===== config.mk =====
export PLATFORM = sky130hd
export DESIGN_NAME = cbec_comparator_b
export DESIGN_NICKNAME = d
export VERILOG_FILES = /design/src/cbec_pkg.sv /design/src/cbec_comparator_b.sv /design/src/cbec_debounce.sv
export SDC_FILE = /design/constraint.sdc
export NUM_CORES = 1
export LEC_CHECK = 0
export BUFFER_PORTS_ARGS = -buffer_cell sky130_fd_sc_hd__buf_2
export CORE_ASPECT_RATIO = 1.4
export CORE_MARGIN = 8
export CORE_UTILIZATION = 59
export CTS_CLUSTER_DIAMETER = 60
export DETAILED_ROUTE_END_ITERATION = 7
export GPL_TIMING_DRIVEN = 0
export PLACE_DENSITY = 0.84
export REMOVE_ABC_BUFFERS = 1
export SLEW_MARGIN = 0
export SYNTH_ARGS = -nofsm -noshare
export SYNTH_HDL_FRONTEND = slang
export SYNTH_SLANG_ARGS = --single-unit

===== constraint.sdc =====
create_clock -name clk -period 3 [get_ports clk]
set_input_delay 0.3 -clock clk [delete_from_list [all_inputs] [get_ports clk]]
set_output_delay 0.3 -clock clk [all_outputs]
set_load 0.01 [all_outputs]

===== src/cbec_pkg.sv =====
package cbec_pkg;

	// ----------------------------------------------------------------
	// register offsets
	// ----------------------------------------------------------------
	localparam int ADDR_W = 8;
	localparam int DATA_W = 8;
	localparam logic [7:0] OFS_CTRL = 8'h00;
	localparam logic [7:0] OFS_INTEN = 8'h01;
	localparam logic [7:0] OFS_NEGSEL = 8'h02;
	localparam logic [7:0] OFS_EVT_STATUS = 8'h03;
	localparam logic [7:0] OFS_EVT_CLEAR = 8'h04;
	localparam logic [7:0] OFS_EVT_ENABLE = 8'h05;

	// ----------------------------------------------------------------
	// control/status field positions
	// ----------------------------------------------------------------
	localparam int POS_SEL_HI = 7;
	localparam int POS_SEL_LO = 6;
	localparam int POS_CONNECT = 5;
	localparam int POS_FLAG = 4;
	localparam int POS_ENABLE = 3;
	localparam int POS_MODE_HI = 2;
	localparam int POS_MODE_LO = 0;
	localparam int POS_IE_CMP = 6;
	localparam int POS_EVT_TRIG = 0;
	localparam int POS_EVT_DEB = 1;
	localparam int EVT_W = 2;

	// ----------------------------------------------------------------
	// reset values
	// ----------------------------------------------------------------
	localparam logic [7:0] RST_CTRL = 8'hC0;
	localparam logic [7:0] RST_INTEN = 8'h00;
	localparam logic [1:0] RST_NEGSEL = 2'h0;
	localparam logic [1:0] RST_EVT = 2'h0;

	// ----------------------------------------------------------------
	// trigger modes
	// ----------------------------------------------------------------
	typedef enum logic [2:0]
	{
		CBEC_LOW_LEVEL = 3'h0,
		CBEC_RISE = 3'h1,
		CBEC_DB_TOGGLE = 3'h2,
		CBEC_DB_RISE = 3'h3,
		CBEC_FALL = 3'h4,
		CBEC_TOGGLE = 3'h5,
		CBEC_DB_FALL = 3'h6,
		CBEC_HIGH_LEVEL = 3'h7
	} cbec_mode_e;

endpackage : cbec_pkg


===== src/cbec_comparator_b.sv =====
// Summary of operation
// - The two-bit positive select routes analog pin one, two, three or four for codes 0 to 3.
// - The input-connect bit connects the analog pins to the comparator when 1 and isolates them when 0.
// - The event flag is set when the comparator output meets the chosen mode while the enable bit is set.
// - The event flag stays set until software clears it; hardware never clears it.
// - The CPU request from the flag passes only while bit 6 of the interrupt-enable register is set.
// - With enable clear the comparator output is held low and no event can set the flag.
// - With enable set the four analog pins have their digital inputs forced to input-only.
// - Mode codes 0 to 7 are low level, rise, debounced toggle, debounced rise, fall, toggle, debounced fall, high level.
// - Debounced modes qualify the output only at Timer 1 sampling ticks.
`timescale 1ns/100ps
module cbec_comparator_b
	import cbec_pkg::*;
(
	// clock and reset
	input wire logic clk,
	input wire logic rst_b,
	input wire logic clkEn,
	// register port
	input wire logic [cbec_pkg::ADDR_W-1:0] regAddr,
	input wire logic [cbec_pkg::DATA_W-1:0] regWrData,
	input wire logic regWr,
	input wire logic regRd,
	output logic [cbec_pkg::DATA_W-1:0] regRdData,
	// analog comparator and timer
	input wire logic cmpRaw,
	input wire logic timer1Tick,
	output logic cmpOut,
	output logic [3:0] posRoute,
	output logic inputConnect,
	output logic [1:0] negInputSel,
	output logic [3:0] pinInputOnly,
	// interrupts
	output logic cpuIrqReq,
	output logic irq
);
	// ----------------------------------------------------------------
	// state
	// ----------------------------------------------------------------
	typedef struct packed
	{
		logic [1:0] syncCmp;
		logic cmpOut;
		logic cmpPrev;
		logic dbPrev;
		logic [1:0] posSel;
		logic connect;
		logic flag;
		logic enable;
		logic [2:0] mode;
		logic [1:0] negSel;
		logic [7:0] intEn;
		logic [EVT_W-1:0] evtStatus;
		logic [EVT_W-1:0] evtEnable;
		logic [3:0] posRoute;
		logic [3:0] pinInputOnly;
		logic cpuIrqReq;
		logic irq;
		logic [DATA_W-1:0] rdData;
	} cbec_state_s;

	cbec_state_s st;
	cbec_state_s next_st;
	logic dbLevel;
	logic hit;
	logic wrCtrl;
	logic wrClr;

	function automatic logic [3:0] cbec_onehot(input logic [1:0] sel, input logic on);
		logic [3:0] r;
		r = 4'h0;
		if (on)
			r[sel] = 1'b1;
		return r;
	endfunction : cbec_onehot

	function automatic logic [7:0] cbec_ctrl_word(input cbec_state_s s);
		return {s.posSel, s.connect, s.flag, s.enable, s.mode};
	endfunction : cbec_ctrl_word

	function automatic logic cbec_wr_at(input logic wr, input logic [7:0] addr, input logic [7:0] ofs);
		return wr && (addr == ofs);
	endfunction : cbec_wr_at

	// ----------------------------------------------------------------
	// debounce on timer ticks
	// ----------------------------------------------------------------
	cbec_debounce i_cbec_debounce
	(
		.clk(clk),
		.rst_b(rst_b),
		.clkEn(clkEn),
		.sampleTick(timer1Tick),
		.level(st.cmpOut),
		.stable(dbLevel)
	);

	// ----------------------------------------------------------------
	// trigger decode
	// ----------------------------------------------------------------
	always_comb
	begin
		unique case (cbec_mode_e'(st.mode))
			CBEC_LOW_LEVEL: hit = !st.cmpOut;
			CBEC_RISE: hit = st.cmpOut && !st.cmpPrev;
			CBEC_DB_TOGGLE: hit = dbLevel != st.dbPrev;
			CBEC_DB_RISE: hit = dbLevel && !st.dbPrev;
			CBEC_FALL: hit = !st.cmpOut && st.cmpPrev;
			CBEC_TOGGLE: hit = st.cmpOut != st.cmpPrev;
			CBEC_DB_FALL: hit = !dbLevel && st.dbPrev;
			CBEC_HIGH_LEVEL: hit = st.cmpOut;
		endcase
		hit = hit && st.enable;
	end

	assign wrCtrl = cbec_wr_at(regWr, regAddr, OFS_CTRL);
	assign wrClr = cbec_wr_at(regWr, regAddr, OFS_EVT_CLEAR);

	// ----------------------------------------------------------------
	// next state
	// ----------------------------------------------------------------
	always_comb
	begin
		next_st = st;
		next_st.syncCmp = {st.syncCmp[0], cmpRaw};
		next_st.cmpOut = st.syncCmp[1] && st.enable;
		next_st.cmpPrev = st.cmpOut;
		next_st.dbPrev = dbLevel;

		// register writes
		if (wrCtrl)
		begin
			next_st.posSel = regWrData[POS_SEL_HI:POS_SEL_LO];
			next_st.connect = regWrData[POS_CONNECT];
			next_st.enable = regWrData[POS_ENABLE];
			next_st.mode = regWrData[POS_MODE_HI:POS_MODE_LO];
		end
		if (cbec_wr_at(regWr, regAddr, OFS_INTEN))
			next_st.intEn = regWrData;
		if (cbec_wr_at(regWr, regAddr, OFS_NEGSEL))
			next_st.negSel = regWrData[1:0];
		if (cbec_wr_at(regWr, regAddr, OFS_EVT_ENABLE))
			next_st.evtEnable = regWrData[EVT_W-1:0];

		// flag: writing 0 clears, set wins over clear
		if (wrCtrl && !regWrData[POS_FLAG])
			next_st.flag = 1'b0;
		if (hit)
			next_st.flag = 1'b1;

		// sticky events
		if (wrClr)
			next_st.evtStatus = st.evtStatus & ~regWrData[EVT_W-1:0];
		if (hit)
			next_st.evtStatus[POS_EVT_TRIG] = 1'b1;
		if (st.enable && (dbLevel != st.dbPrev))
			next_st.evtStatus[POS_EVT_DEB] = 1'b1;

		// outputs
		next_st.posRoute = cbec_onehot(next_st.posSel, next_st.connect);
		next_st.pinInputOnly = {4{next_st.enable}};
		next_st.cpuIrqReq = next_st.flag && next_st.intEn[POS_IE_CMP];
		next_st.irq = |(next_st.evtStatus & next_st.evtEnable);

		// read data stands only in the cycle after the strobe
		next_st.rdData = '0;
		if (regRd)
		begin
			unique case (regAddr)
				OFS_CTRL: next_st.rdData = cbec_ctrl_word(st);
				OFS_INTEN: next_st.rdData = st.intEn;
				OFS_NEGSEL: next_st.rdData = {6'h0, st.negSel};
				OFS_EVT_STATUS: next_st.rdData = {6'h0, st.evtStatus};
				OFS_EVT_ENABLE: next_st.rdData = {6'h0, st.evtEnable};
				default: next_st.rdData = '0;
			endcase
		end
	end

	// ----------------------------------------------------------------
	// registers
	// ----------------------------------------------------------------
	always_ff @(posedge clk or negedge rst_b)
	begin
		if (!rst_b)
		begin
			st <= '0;
			st.posSel <= RST_CTRL[POS_SEL_HI:POS_SEL_LO];
			st.connect <= RST_CTRL[POS_CONNECT];
			st.flag <= RST_CTRL[POS_FLAG];
			st.enable <= RST_CTRL[POS_ENABLE];
			st.mode <= RST_CTRL[POS_MODE_HI:POS_MODE_LO];
			st.intEn <= RST_INTEN;
			st.negSel <= RST_NEGSEL;
			st.evtStatus <= RST_EVT;
			st.evtEnable <= RST_EVT;
		end
		else if (clkEn)
			st <= next_st;
	end

	assign regRdData = st.rdData;
	assign cmpOut = st.cmpOut;
	assign posRoute = st.posRoute;
	assign inputConnect = st.connect;
	assign negInputSel = st.negSel;
	assign pinInputOnly = st.pinInputOnly;
	assign cpuIrqReq = st.cpuIrqReq;
	assign irq = st.irq;

	// ----------------------------------------------------------------
	// checks
	// ----------------------------------------------------------------
	route_select_a: assert property (@(posedge clk) disable iff (!rst_b)
		$past(clkEn) && st.connect |-> posRoute == (4'h1 << st.posSel))
		else $error("positive route does not follow select");

	route_isolate_a: assert property (@(posedge clk) disable iff (!rst_b)
		!st.connect |-> posRoute == 4'h0)
		else $error("pins routed while input connect is clear");

	flag_set_a: assert property (@(posedge clk) disable iff (!rst_b)
		clkEn && hit |=> st.flag)
		else $error("trigger did not set the event flag");

	flag_sticky_a: assert property (@(posedge clk) disable iff (!rst_b)
		clkEn && st.flag && !(wrCtrl && !regWrData[POS_FLAG]) |=> st.flag)
		else $error("event flag cleared without a software write");

	cpu_mask_a: assert property (@(posedge clk) disable iff (!rst_b)
		$past(clkEn) |-> cpuIrqReq == (st.flag && st.intEn[POS_IE_CMP]))
		else $error("cpu request not gated by interrupt enable bit");

	disabled_low_a: assert property (@(posedge clk) disable iff (!rst_b)
		clkEn && !st.enable ##1 clkEn && !st.enable |=> !cmpOut)
		else $error("comparator output high while disabled");

	disabled_noset_a: assert property (@(posedge clk) disable iff (!rst_b)
		clkEn && !st.enable && !st.flag && !$past(hit) |=> !st.flag)
		else $error("flag set while comparator disabled");

	input_only_a: assert property (@(posedge clk) disable iff (!rst_b)
		$past(clkEn) |-> pinInputOnly == {4{st.enable}})
		else $error("pin input-only mode does not follow enable");

	rise_mode_a: assert property (@(posedge clk) disable iff (!rst_b)
		st.enable && st.mode == CBEC_RISE && st.cmpOut && !st.cmpPrev |-> hit)
		else $error("rising edge missed in edge mode");

	level_repeat_a: assert property (@(posedge clk) disable iff (!rst_b)
		st.enable && st.mode == CBEC_HIGH_LEVEL && st.cmpOut |-> hit)
		else $error("high level not raising the trigger");

	irq_level_a: assert property (@(posedge clk) disable iff (!rst_b)
		$past(clkEn) |-> irq == |(st.evtStatus & st.evtEnable))
		else $error("interrupt output not matching enabled status");

	read_once_a: assert property (@(posedge clk) disable iff (!rst_b)
		clkEn && !regRd |=> regRdData == '0)
		else $error("read data present without read strobe");

	// ----------------------------------------------------------------
	// checks: trigger modes
	// ----------------------------------------------------------------
	low_level_a: assert property (@(posedge clk) disable iff (!rst_b)
		clkEn && st.enable && st.mode == CBEC_LOW_LEVEL && !st.cmpOut |=> st.flag)
		else $error("low level did not set the event flag");

	fall_mode_a: assert property (@(posedge clk) disable iff (!rst_b)
		clkEn && st.enable && st.mode == CBEC_FALL && !st.cmpOut && st.cmpPrev |=> st.flag)
		else $error("falling edge did not set the event flag");

	toggle_mode_a: assert property (@(posedge clk) disable iff (!rst_b)
		clkEn && st.enable && st.mode == CBEC_TOGGLE && st.cmpOut != st.cmpPrev |=> st.flag)
		else $error("toggle did not set the event flag");

	high_level_a: assert property (@(posedge clk) disable iff (!rst_b)
		clkEn && st.enable && st.mode == CBEC_HIGH_LEVEL && st.cmpOut |=> st.flag)
		else $error("high level did not set the event flag");

	db_toggle_a: assert property (@(posedge clk) disable iff (!rst_b)
		clkEn && st.enable && st.mode == CBEC_DB_TOGGLE && dbLevel != st.dbPrev |=> st.flag)
		else $error("debounced toggle did not set the event flag");

	db_rise_a: assert property (@(posedge clk) disable iff (!rst_b)
		clkEn && st.enable && st.mode == CBEC_DB_RISE && dbLevel && !st.dbPrev |=> st.flag)
		else $error("debounced rise did not set the event flag");

	db_fall_a: assert property (@(posedge clk) disable iff (!rst_b)
		clkEn && st.enable && st.mode == CBEC_DB_FALL && !dbLevel && st.dbPrev |=> st.flag)
		else $error("debounced fall did not set the event flag");

	toggle_quiet_a: assert property (@(posedge clk) disable iff (!rst_b)
		st.mode == CBEC_TOGGLE && st.cmpOut == st.cmpPrev |-> !hit)
		else $error("toggle trigger without a change of output");

	prev_track_a: assert property (@(posedge clk) disable iff (!rst_b)
		clkEn |=> st.cmpPrev == $past(st.cmpOut))
		else $error("previous output sample not tracking");

	sync_path_a: assert property (@(posedge clk) disable iff (!rst_b)
		clkEn && st.enable |=> cmpOut == $past(st.syncCmp[1]))
		else $error("comparator output not following synchronised input");

	cmp_gate_a: assert property (@(posedge clk) disable iff (!rst_b)
		$past(clkEn) && cmpOut |-> $past(st.enable))
		else $error("comparator output high without enable");

	hit_gate_a: assert property (@(posedge clk) disable iff (!rst_b)
		!st.enable |-> !hit)
		else $error("trigger raised while comparator disabled");

	// ----------------------------------------------------------------
	// checks: register writes
	// ----------------------------------------------------------------
	sel_write_a: assert property (@(posedge clk) disable iff (!rst_b)
		clkEn && wrCtrl |=> st.posSel == $past(regWrData[POS_SEL_HI:POS_SEL_LO]))
		else $error("positive select not taken from write");

	connect_write_a: assert property (@(posedge clk) disable iff (!rst_b)
		clkEn && wrCtrl |=> inputConnect == $past(regWrData[POS_CONNECT]))
		else $error("input connect not taken from write");

	enable_write_a: assert property (@(posedge clk) disable iff (!rst_b)
		clkEn && wrCtrl |=> pinInputOnly == {4{$past(regWrData[POS_ENABLE])}})
		else $error("input-only pins not following written enable");

	mode_write_a: assert property (@(posedge clk) disable iff (!rst_b)
		clkEn && wrCtrl |=> st.mode == $past(regWrData[POS_MODE_HI:POS_MODE_LO]))
		else $error("trigger mode not taken from write");

	flag_clear_a: assert property (@(posedge clk) disable iff (!rst_b)
		clkEn && wrCtrl && !regWrData[POS_FLAG] && !hit |=> !st.flag)
		else $error("software clear of event flag ignored");

	ie_write_a: assert property (@(posedge clk) disable iff (!rst_b)
		clkEn && regWr && regAddr == OFS_INTEN |=> st.intEn == $past(regWrData))
		else $error("interrupt enable register not taken from write");

	evt_sticky_a: assert property (@(posedge clk) disable iff (!rst_b)
		clkEn && st.evtStatus[POS_EVT_TRIG] && !(wrClr && regWrData[POS_EVT_TRIG]) |=> st.evtStatus[POS_EVT_TRIG])
		else $error("event status cleared without a software write");

	state_frozen_a: assert property (@(posedge clk) disable iff (!rst_b)
		!clkEn |=> $stable(st))
		else $error("state moved while clock enable low");

endmodule : cbec_comparator_b


===== src/cbec_debounce.sv =====
`timescale 1ns/100ps
module cbec_debounce
	import cbec_pkg::*;
(
	// clock and reset
	input wire logic clk,
	input wire logic rst_b,
	input wire logic clkEn,
	// sampling
	input wire logic sampleTick,
	input wire logic level,
	// result
	output logic stable
);
	typedef struct packed
	{
		logic lastSample;
		logic stable;
	} cbec_db_s;

	cbec_db_s st;
	cbec_db_s next_st;

	// ----------------------------------------------------------------
	// two agreeing samples at timer ticks move the stable value
	// ----------------------------------------------------------------
	always_comb
	begin
		next_st = st;
		if (sampleTick)
		begin
			next_st.lastSample = level;
			if (level == st.lastSample)
				next_st.stable = level;
		end
	end

	always_ff @(posedge clk or negedge rst_b)
	begin
		if (!rst_b)
			st <= '0;
		else if (clkEn)
			st <= next_st;
	end

	assign stable = st.stable;

	// ----------------------------------------------------------------
	// checks
	// ----------------------------------------------------------------
	db_tick_only_a: assert property (@(posedge clk) disable iff (!rst_b)
		!$past(clkEn && sampleTick) |-> $stable(st.stable))
		else $error("debounced value moved without a sampling tick");

endmodule : cbec_debounce


==> results.py, run 1 <==
metrics = {
    "setup_path": {
        "worst-r2r-setup-slack_ps": 860,
        "arrival_ps": 2280,
        "cp_common_cell": "inv_1",
        "max_stage_delay_ps": 500,
        "crit_required_ps": 3130,
        "crit_type": "flop to flop",
        "rr_worst_depth": 6,
        "slowest_stage": "mux4_2",
        "cp_max_fo": 5,
        "crit_chain": "inv_1, ha_1, inv_1, mux4_2, a221oi_1, o221ai_1",
        "reg2reg_to": "irq",
        "r2r_start": "cmpOut",
        "end_kind": "flop",
        "crit_path_start_kind": "flop",
    },
    "layout": {
        "final_layout_size_suffix_gt1_frac": 0.3476,
        "fin_nets": 259,
        "syn_to_final_growth_pct": 8.377,
        "antennaDiodeCount": 0,
    },
    "global_route": {
        "grt_start_max_net_pins": 44,
        "grt_overflow": 0,
        "grt_util_all_layers": 0.1606,
        "grt_pass1_vias": 1750,
        "grt_first_pass_wirelength_mm": 8.438,
        "antenna_found_initial": 0,
    },
    "synth": {
        "synthMostInstantiatedCell": "dfrtp_1",
        "synth_async_sr_flop_share": 1.000,
        "synthesis.instances": 209,
        "ys.warnings.count": 0,
        "ys_types": 36,
        "synth_edf_count": 0,
        "ys_seq_elements": 43,
        "seq_area_frac_synth": 0.4542,
        "synth_top_area_cell": "dfrtp_1",
        "synth_commonest_cells": "41 x dfrtp_1, 20 x mux2_2, 19 x buf_4",
        "ys.flop_type": "dfrtp_1",
        "postSynthAreaPerCell_um2": 11.36,
        "synthTopCellsByArea": "dfrtp_1 43%, mux2_2 9.5%, buf_4 6.0%",
        "synthesis.area_mm2": 0.002375,
        "yosys.area.top_type_share": 0.4320,
    },
    "die": {
        "die_area_mm2": 0.006340,
        "fp.dieH_um": 91.07,
        "die_x_um": 69.62,
        "io_pins": 45,
        "start_util": 0.6113,
        "core-area_mm2": 0.003885,
        "rows": 27,
    },
    "detailed_routing": {
        "vias_per_cell": 6.072,
        "vias": 1676,
        "drt_wl_total_mm": 5.009,
        "wl_per_cell_um": 18.15,
        "antenna_violating_nets_post_route": 0,
        "drt-initial-drc-count": 82,
        "drt-pass1-iter-count": 5,
        "drc": 0,
    },
    "sta": {
        "fmax_mhz": 466.4,
        "fin_skew_ps": 13.98,
        "fin_hold_ws_ps": 150.6,
        "min_period_ps": 2144,
        "finalCritPeriodShare": 0.7146,
        "hold_viol": 0,
        "rsz0062_at_grt": "false",
        "tns_ps": 0,
        "slew_violations": 0,
        "slew_headroom": 0.3644,
        "worstMarginPinSlew_ps": 953.4,
        "setup_viol": 0,
    },
    "pwr": {
        "seq_power_share": 0.525,
        "p_switching_mw": 0.2727,
        "power.density_mw_per_mm2": 453.3,
        "clock_power_share": 0.375,
        "p_sw_frac": 0.2338,
        "p_int_mw": 0.8938,
        "peakVddDrop_uv": 562.7,
        "power.leakage_nw": 1.229,
        "combPwrFrac": 0.100,
    },
    "clock_network": {
        "cts_tree": "done",
        "cts-resized-gates": 0,
        "htreeDepth": 2,
        "cts_setup_buffers": 0,
        "cts_buffers": 5,
        "clkSlewWorstSetupHoldPaths_ps": 80,
        "clock_latency_ps": 300,
        "hold_buffers": 0,
        "clock_path_buffers": 2,
        "ctsRootBufferMaster": "clkbuf_8",
        "clock_sinks": 43,
    },
    "hold_path": {
        "hold_path.class": "primary input to asynchronous set/reset pin",
    },
    "run_status": {
        "status": "finished, final reports clean",
    },
    "run": {
        "maxCapViolations": 0,
    },
    "place": {
        "dpl.hpwl_mm": 3.630,
        "gp_congestion": 0.8084,
        "portBuffers": 44,
    },
}
==> area by class of cell <==
class	count	area (um2)
clock inverter	1	30.03
sequential	43	1079
clock buffer	7	76.32
multi-input combinational	124	1062
inverter	14	52.55
tap	43	53.80
timing repair buffer	44	220.2
fill	284	1311
==> flip-flops by register name, summed over array words and instances, names as in the netlist <==
| register | count |
|---|---|
| st | 21 |
| regRdData | 8 |
| irq | 1 |
| cmpOut | 1 |
| pinInputOnly | 1 |
| i_cbec_debounce.stable | 1 |
| cpuIrqReq | 1 |
| posRoute | 4 |
| next_st | 1 |
| inputConnect | 1 |
| i_cbec_debounce.st | 1 |
| negInputSel | 2 |
==> worst max-delay path: cells and delay by family (launching register included) <==
family / cells / cell delay, ps
flip-flops: 1 / 410
buffers and inverters: 2 / 140
AO/OA/AOI/OAI: 2 / 640
multiplexers: 1 / 500
adder cells (fa/ha/maj): 1 / 290
==> how the worst max path moves through the flow <==
stage	cells after the start	endpoint	startpoint	slack, ps
after floorplan	6	irq	cmpOut	1100
after global placement	5	st[26]	regAddr[5]	750
after detailed placement	5	st[26]	regAddr[5]	700
after CTS	6	irq	cmpOut	890
after global routing	6	irq	cmpOut	750
final	6	irq	cmpOut	860
==> cells in the final DEF (no fill, tap or decap) <==
cell	synthesis	layout
o2bb2ai_1	9	9
and2_1	2	2
buf_2	4	44
mux2_2	20	20
nand4_1	6	6
a22oi_1	1	1
a221oi_1	2	2
or3_1	3	3
dfstp_2	2	2
mux4_2	4	4
a21oi_1	2	2
nor4_4	1	1
mux2_1	1	1
o221ai_1	1	1
and3b_1	1	1
nand3_1	2	2
ha_1	4	4
nand2_1	10	10
nand4b_1	4	4
and4_1	2	2
nor2b_1	8	8
clkbuf_8	0	5
clkbuf_1	5	2
dfrtp_1	41	41
nand3_4	1	1
nor3b_1	1	1
a41oi_1	3	3
o41ai_1	1	1
nor2_1	8	8
bufinv_16	0	1
a31oi_1	9	9
o22ai_1	1	1
inv_1	14	14
nor3b_4	1	1
o21ai_0	8	8
mux2i_1	6	6
nand4_4	2	2
==> power groups by stage <==
| stage | Clock, mW | Sequential (mW) | Combinational (mW) |
|---|---|---|---|
| finish | 0.438 | 0.612 | 0.117 |
| global route | 0.466 | 0.614 | 0.131 |
| CTS | 0.446 | 0.612 | 0.118 |
| detailed placement | 0 | 0.623 | 0.117 |
| global placement | 0 | 0.621 | 0.114 |
| floorplan | 0 | 0.623 | 0.0506 |
==> metal layers <==
layer / track usage / part of all wire / vias up
li1: - / - / 791
met1: 0.1828 / 0.43 / 816
met2: 0.2737 / 0.50 / 54
met3: 0.04357 / 0.049 / 15
met4: 0.07227 / 0.023 / 0
met5: 0 / 0 / -
==> logic make-up after synthesis <==
kind of cell	after synthesis	share of synthesized area
simple gates	52	0.1539
fa+ha+maj	4	0.02108
buf+inv	42	0.09853
compound gates	37	0.1096
mux	31	0.1628
flops	43	0.4542
==> per-stage QoR <==
stage	util	std cells	setup WS, ps	total power, mW	instance area (um2)
2_1_floorplan	-	181	1098	0.6740	2193
3_3_place_gp	0.6351	268	748.8	0.7356	2467
3_5_place_dp	0.6351	268	696.5	0.7404	2467
4_1_cts	0.6625	276	886.0	1.175	2574
5_1_grt	0.6625	276	745.7	1.212	2574
6_report	0.6625	276	856.1	1.167	2574
(Power assumes the default switching activity.)
==> inputs of run 2 (changes only) <==
--- a/config.mk
+++ b/config.mk
@@ -8,11 +8,11 @@
 export BUFFER_PORTS_ARGS = -buffer_cell sky130_fd_sc_hd__buf_2
 export CORE_ASPECT_RATIO = 1.4
 export CORE_MARGIN = 8
-export CORE_UTILIZATION = 59
+export CORE_UTILIZATION = 55
 export CTS_CLUSTER_DIAMETER = 60
 export DETAILED_ROUTE_END_ITERATION = 7
 export GPL_TIMING_DRIVEN = 0
-export PLACE_DENSITY = 0.84
+export PLACE_DENSITY = 0.79
 export REMOVE_ABC_BUFFERS = 1
 export SLEW_MARGIN = 0
 export SYNTH_ARGS = -nofsm -noshare
==> constraint.sdc (replaced) <==
create_clock -name clk -period 2.1 [get_ports clk]
set_input_delay 0.21 -clock clk [delete_from_list [all_inputs] [get_ports clk]]
set_output_delay 0.21 -clock clk [all_outputs]
set_load 0.01 [all_outputs]
==> run 2 against run 1 <==
  * Wire length decreased by 1.5%
  * Flip-flop and latch count stayed put
  * Cell count is 0.72% higher
  * Sequential share of layout area fell by 0.32 points
  * Global-route usage is 0.40 points lower
  * Largest power group unchanged
  * Sequential power increased by 43%
==> results.py, run 2 (synthesis gave the netlist of run 1 again) <==
metrics = {
    "global_route": {
        "grt_overflow": 0,
        "grt_first_pass_wirelength_mm": 8.190,
        "grt_start_max_net_pins": 44,
        "grt_util_all_layers": 0.1566,
        "grt_pass1_vias": 1692,
        "antenna_found_initial": 0,
    },
    "sta": {
        "layout_setup_ws_ps": 119.4,
        "slew_headroom": 0.3645,
        "hold_viol": 0,
        "slew_violations": 0,
        "worstMarginPinSlew_ps": 953.2,
        "finalCritPeriodShare": 0.9432,
        "fin_skew_ps": 5.962,
        "fmax_mhz": 504.9,
        "min_period_ps": 1981,
        "setup_viol": 0,
    },
    "place": {
        "preCtsSetupSlack_ps": -129.2,
        "dpl.hpwl_mm": 3.473,
        "place_area_mm2": 0.002470,
        "portBuffers": 44,
        "gp_congestion": 0.8079,
    },
    "clock_network": {
        "clock_latency_ps": 300,
        "ctsRootBufferMaster": "clkbuf_8",
        "htreeDepth": 2,
        "clock_sinks": 43,
        "cts_buffers": 5,
        "cts_setup_buffers": 0,
        "cts_tree": "done",
        "clkSlewWorstSetupHoldPaths_ps": 80,
        "clock_path_buffers": 2,
    },
    "die": {
        "core-area_mm2": 0.004204,
        "io_pins": 45,
        "die_area_mm2": 0.006706,
        "fp.dieH_um": 93.75,
        "die_x_um": 71.54,
        "rows": 28,
        "start_util": 0.5649,
    },
    "layout": {
        "final_common_cell": "buf_2",
        "final_layout_size_suffix_gt1_frac": 0.3605,
        "fin_area_mm2": 0.002594,
        "largest_reg_flops": 21,
        "num-fill-cells": 353,
        "largest_register": "st",
        "final_cell_mix": "44 x buf_2, 41 x dfrtp_1, 20 x mux2_2",
        "syn_to_final_growth_pct": 9.220,
        "fin_nets": 259,
        "antennaDiodeCount": 0,
    },
    "detailed_routing": {
        "drt-initial-drc-count": 77,
        "vias_per_cell": 5.942,
        "vias": 1652,
        "drt_wl_total_mm": 4.934,
        "drt-pass1-iter-count": 4,
        "antenna_violating_nets_post_route": 0,
        "wl_per_cell_um": 17.75,
        "drc": 0,
    },
    "setup_path": {
        "crit_chain": "inv_1, ha_1, inv_1, mux4_2, a221oi_2, o221ai_1",
        "crit_required_ps": 2260,
        "end_kind": "flop",
        "arrival_ps": 2150,
        "slowest_stage": "mux4_2",
        "critPathLaunch": "cmpOut",
        "r2r_start": "cmpOut",
        "cp_max_fo": 5,
        "cp_common_cell": "inv_1",
        "crit_path_start_kind": "flop",
        "crit_type": "flop to flop",
        "max_stage_delay_ps": 500,
    },
    "pwr": {
        "combPwrFrac": 0.098,
        "seq_power_share": 0.510,
        "power.leakage_nw": 1.242,
        "peakVddDrop_uv": 392.1,
        "power.density_mw_per_mm2": 660.4,
        "p_switching_mw": 0.4066,
        "clock_power_share": 0.392,
        "p_int_mw": 1.306,
        "p_sw_frac": 0.2373,
    },
    "hold_path": {
        "hold_path.class": "primary input to asynchronous set/reset pin",
    },
    "run_status": {
        "status": "finished, final reports clean",
    },
    "run": {
        "maxCapViolations": 0,
    },
}
==> run 2: changes by cell type in the layout (fill, tap and decap cells not counted), sizes merged <==
cell / delta
clkinv: +1
clkbuf: -1
==> run 2: worst paths after layout <==
check	end	slack [ps]	cells past startpoint
setup / recovery	irq	120	6
hold / removal	st[34]	50	1
setup reg to reg	irq	120	6
hold reg to reg	regRdData[1]	490	1
max in group asynchronous	st[26]	1450	1
min in group clk	next_st[44]	150	2
==> run 2: metal layers <==
metal	wire, um	global-route usage	vias up
li1	-	-	790
met4	152	0.08547	0
met5	0	0	-
met2	2409	0.2552	41
met1	2146	0.1812	809
met3	227	0.04487	12
==> run 2: timing repair <==
action	CTS	global route
resized for setup	0	1
hold buffers	0	0
endpoints found under the setup margin	0	2
hold endpoints to repair	0	0
==> run 2: worst max-delay path: cells and delay by family, from the launching register on <==
kind,cells,cell delay [ps]
flops,1,410
buf+inv,2,140
fa+ha+maj,1,290
compound gates,2,510
mux,1,500
==> run 2: final cells by class <==
type	instances	area, um2	area share
Clock inverter	2	35.03	0.01351
Tap cell	45	56.30	0.02171
Sequential cell	43	1079	0.4158
Multi-Input combinational cell	124	1069	0.4120
Clock buffer	6	82.58	0.03184
Inverter	14	52.55	0.02026
Timing Repair Buffer	44	220.2	0.08490
==> run 2: power groups by stage <==
stage / clock network, mW / registers [mW] / logic [mW]
3_3_place_gp: 0 / 0.889 / 0.164
3_5_place_dp: 0 / 0.890 / 0.167
4_1_cts: 0.689 / 0.873 / 0.168
2_1_floorplan: 0 / 0.891 / 0.0722
6_report: 0.672 / 0.873 / 0.169
5_1_grt: 0.714 / 0.877 / 0.187
==> run 2: stage by stage <==
stage          total power [mW]  setup TNS, ps    util  cells  hold slack [ps]
2_1_floorplan            0.9629              0       -    181           -85.59
3_3_place_gp              1.053         -764.6  0.5875    270            405.0
3_5_place_dp              1.057          -1447  0.5875    270            414.9
4_1_cts                   1.730              0  0.6155    278            83.90
5_1_grt                   1.778         -2.510  0.6170    278            127.7
6_report                  1.713              0  0.6170    278            50.33
==> inputs of run 3 (changes only) <==
--- a/config.mk
+++ b/config.mk
@@ -8,11 +8,11 @@
 export BUFFER_PORTS_ARGS = -buffer_cell sky130_fd_sc_hd__buf_2
 export CORE_ASPECT_RATIO = 1.4
 export CORE_MARGIN = 8
-export CORE_UTILIZATION = 55
+export CORE_UTILIZATION = 50
 export CTS_CLUSTER_DIAMETER = 60
 export DETAILED_ROUTE_END_ITERATION = 7
 export GPL_TIMING_DRIVEN = 0
-export PLACE_DENSITY = 0.79
+export PLACE_DENSITY = 0.73
 export REMOVE_ABC_BUFFERS = 1
 export SLEW_MARGIN = 0
 export SYNTH_ARGS = -nofsm -noshare
==> run 3 against run 2 <==
  * Sequential share of layout area shrank 0.060 points
  * Clock power fell by 15%
  * Hold slack improved by 12 ps
  * Global-route usage shrank 1.1 points
  * Total power fell by 5.7%
  * Core utilization down 4.9 points
  * Final area is 0.14% higher
  * Critical path depth unchanged
==> results.py, run 3 (synthesis gave the netlist of run 1 again) <==
metrics = {
    "die": {
        "fp.dieH_um": 97.55,
        "start_util": 0.5194,
        "rows": 29,
        "core-area_mm2": 0.004572,
        "io_pins": 45,
        "die_x_um": 74.25,
        "die_area_mm2": 0.007242,
    },
    "setup_path": {
        "crit_type": "flop to flop",
        "cp_max_fo": 5,
        "crit_required_ps": 2250,
        "end_kind": "flop",
        "crit_path_start_kind": "flop",
        "arrival_ps": 2150,
    },
    "detailed_routing": {
        "wl_per_cell_um": 16.67,
        "drt-initial-drc-count": 128,
        "vias_per_cell": 5.580,
        "antenna_violating_nets_post_route": 0,
        "vias": 1646,
        "drt-pass1-iter-count": 4,
        "drc": 0,
        "drt_wl_total_mm": 4.917,
    },
    "pwr": {
        "p_int_mw": 1.222,
        "power.leakage_nw": 1.232,
        "peakVddDrop_uv": 475.9,
        "power.density_mw_per_mm2": 621.6,
        "seq_power_share": 0.541,
        "combPwrFrac": 0.104,
        "p_sw_frac": 0.2433,
        "p_switching_mw": 0.3928,
        "clock_power_share": 0.355,
        "power_mw": 1.615,
    },
    "sta": {
        "hold_viol": 0,
        "setup_viol": 0,
        "min_period_ps": 1995,
        "fmax_mhz": 501.2,
        "worstMarginPinSlew_ps": 946.8,
        "fin_skew_ps": 4.659,
        "tns_ps": 0,
        "finalCritPeriodShare": 0.9501,
        "rsz0062_at_grt": "false",
        "slew_headroom": 0.3688,
        "slew_violations": 0,
    },
    "clock_network": {
        "cts_buffers": 5,
        "hold_buffers": 0,
        "clock_path_buffers": 2,
        "cts_tree": "done",
        "clkSlewWorstSetupHoldPaths_ps": 80,
        "clock_sinks": 43,
        "clock_latency_ps": 290,
        "htreeDepth": 2,
        "ctsRootBufferMaster": "clkbuf_8",
    },
    "global_route": {
        "grt_util_all_layers": 0.1454,
        "grt_first_pass_wirelength_mm": 8.307,
        "grt_overflow": 0,
        "antenna_found_initial": 0,
        "grt_pass1_vias": 1665,
        "grt_start_max_net_pins": 44,
    },
    "place": {
        "dpl.hpwl_mm": 3.499,
        "portBuffers": 44,
        "gp_congestion": 0.8035,
    },
    "layout": {
        "syn_to_final_growth_pct": 9.378,
        "final_layout_size_suffix_gt1_frac": 0.3562,
        "seq_area_mm2": 0.001079,
        "largest_register": "st",
        "num-fill-cells": 429,
        "antennaDiodeCount": 0,
        "final_cell_mix": "44 x buf_2, 41 x dfrtp_1, 20 x mux2_2",
        "largest_reg_flops": 21,
        "fin_nets": 259,
        "multi_input_area_mm2": 0.001069,
        "final_common_cell": "buf_2",
    },
    "run_status": {
        "status": "finished, final reports clean",
    },
    "run": {
        "maxCapViolations": 0,
    },
    "hold_path": {
        "hold_path.class": "primary input to asynchronous set/reset pin",
    },
}
[run 3: cell types whose count changed in the layout (fill, tap and decap cells not counted)]
cell,previous run,this run
bufinv_16,1,0
clkbuf_1,0,1
clkbuf_8,6,7
clkinv_2,1,0
[run 3: repair_timing]
action | 4_1_cts | 5_1_grt
endpoints found under the hold margin | 0 | 0
endpoints found under the setup margin | 1 | 0
resized for setup | 1 | 0
setup buffers | 0 | 0
[run 3: per-layer routing]
| metal | vias up | wire length (um) | global-route usage |
|---|---|---|---|
| met5 | - | 0 | 0 |
| met4 | 0 | 84 | 0.06061 |
| met3 | 6 | 287 | 0.03202 |
| met2 | 46 | 2421 | 0.2276 |
| met1 | 800 | 2124 | 0.1848 |
| li1 | 794 | - | - |
[run 3: power groups by stage]
stage	Combinational, mW	Sequential (mW)	Clock, mW
final	0.168	0.873	0.573
after CTS	0.171	0.873	0.590
after global routing	0.186	0.877	0.620
after floorplan	0.0722	0.891	0
after global placement	0.166	0.889	0
after detailed placement	0.168	0.890	0
[run 3: worst paths after layout]
path,slack (ps),startpoint,end,cells past startpoint
worst min register to register,490,regRdData[0],regRdData[0],1
worst max-delay path,100,cmpOut,irq,6
max in group asynchronous,1450,rst_b,st[29],1
worst max register to register,100,cmpOut,irq,6
min in group clk,150,cmpRaw,next_st[44],2
worst min-delay path,60,rst_b,cmpOut,1
[run 3: per-stage QoR]
step / hold slack (ps) / area (um2) / setup slack (ps) / utilization / std cells
after CTS: 101.3 / 2597 / 102.4 / 0.5681 / 295
after global routing: 137.1 / 2597 / 11.83 / 0.5681 / 295
after detailed placement: 421.0 / 2491 / -164.0 / 0.5449 / 287
after floorplan: -85.59 / 2193 / 198.1 / - / 181
final: 62.01 / 2597 / 104.8 / 0.5681 / 295
after global placement: 411.6 / 2491 / -124.2 / 0.5449 / 287
[run 3: final cells by class]
type,count,area share
flip-flops and latches,43,0.4152
multi-input cells,124,0.4114
repair buffers,44,0.08478
clock buffers,8,0.03854
well taps,62,0.02987
inverters,14,0.02023
[run 3: worst max-delay path, stage by stage (launching register included)]
cell and delay, ps:
dfrtp_1 420, inv_1 110, ha_1 280, inv_1 30, mux4_2 500, a221oi_2 330
o221ai_1 170
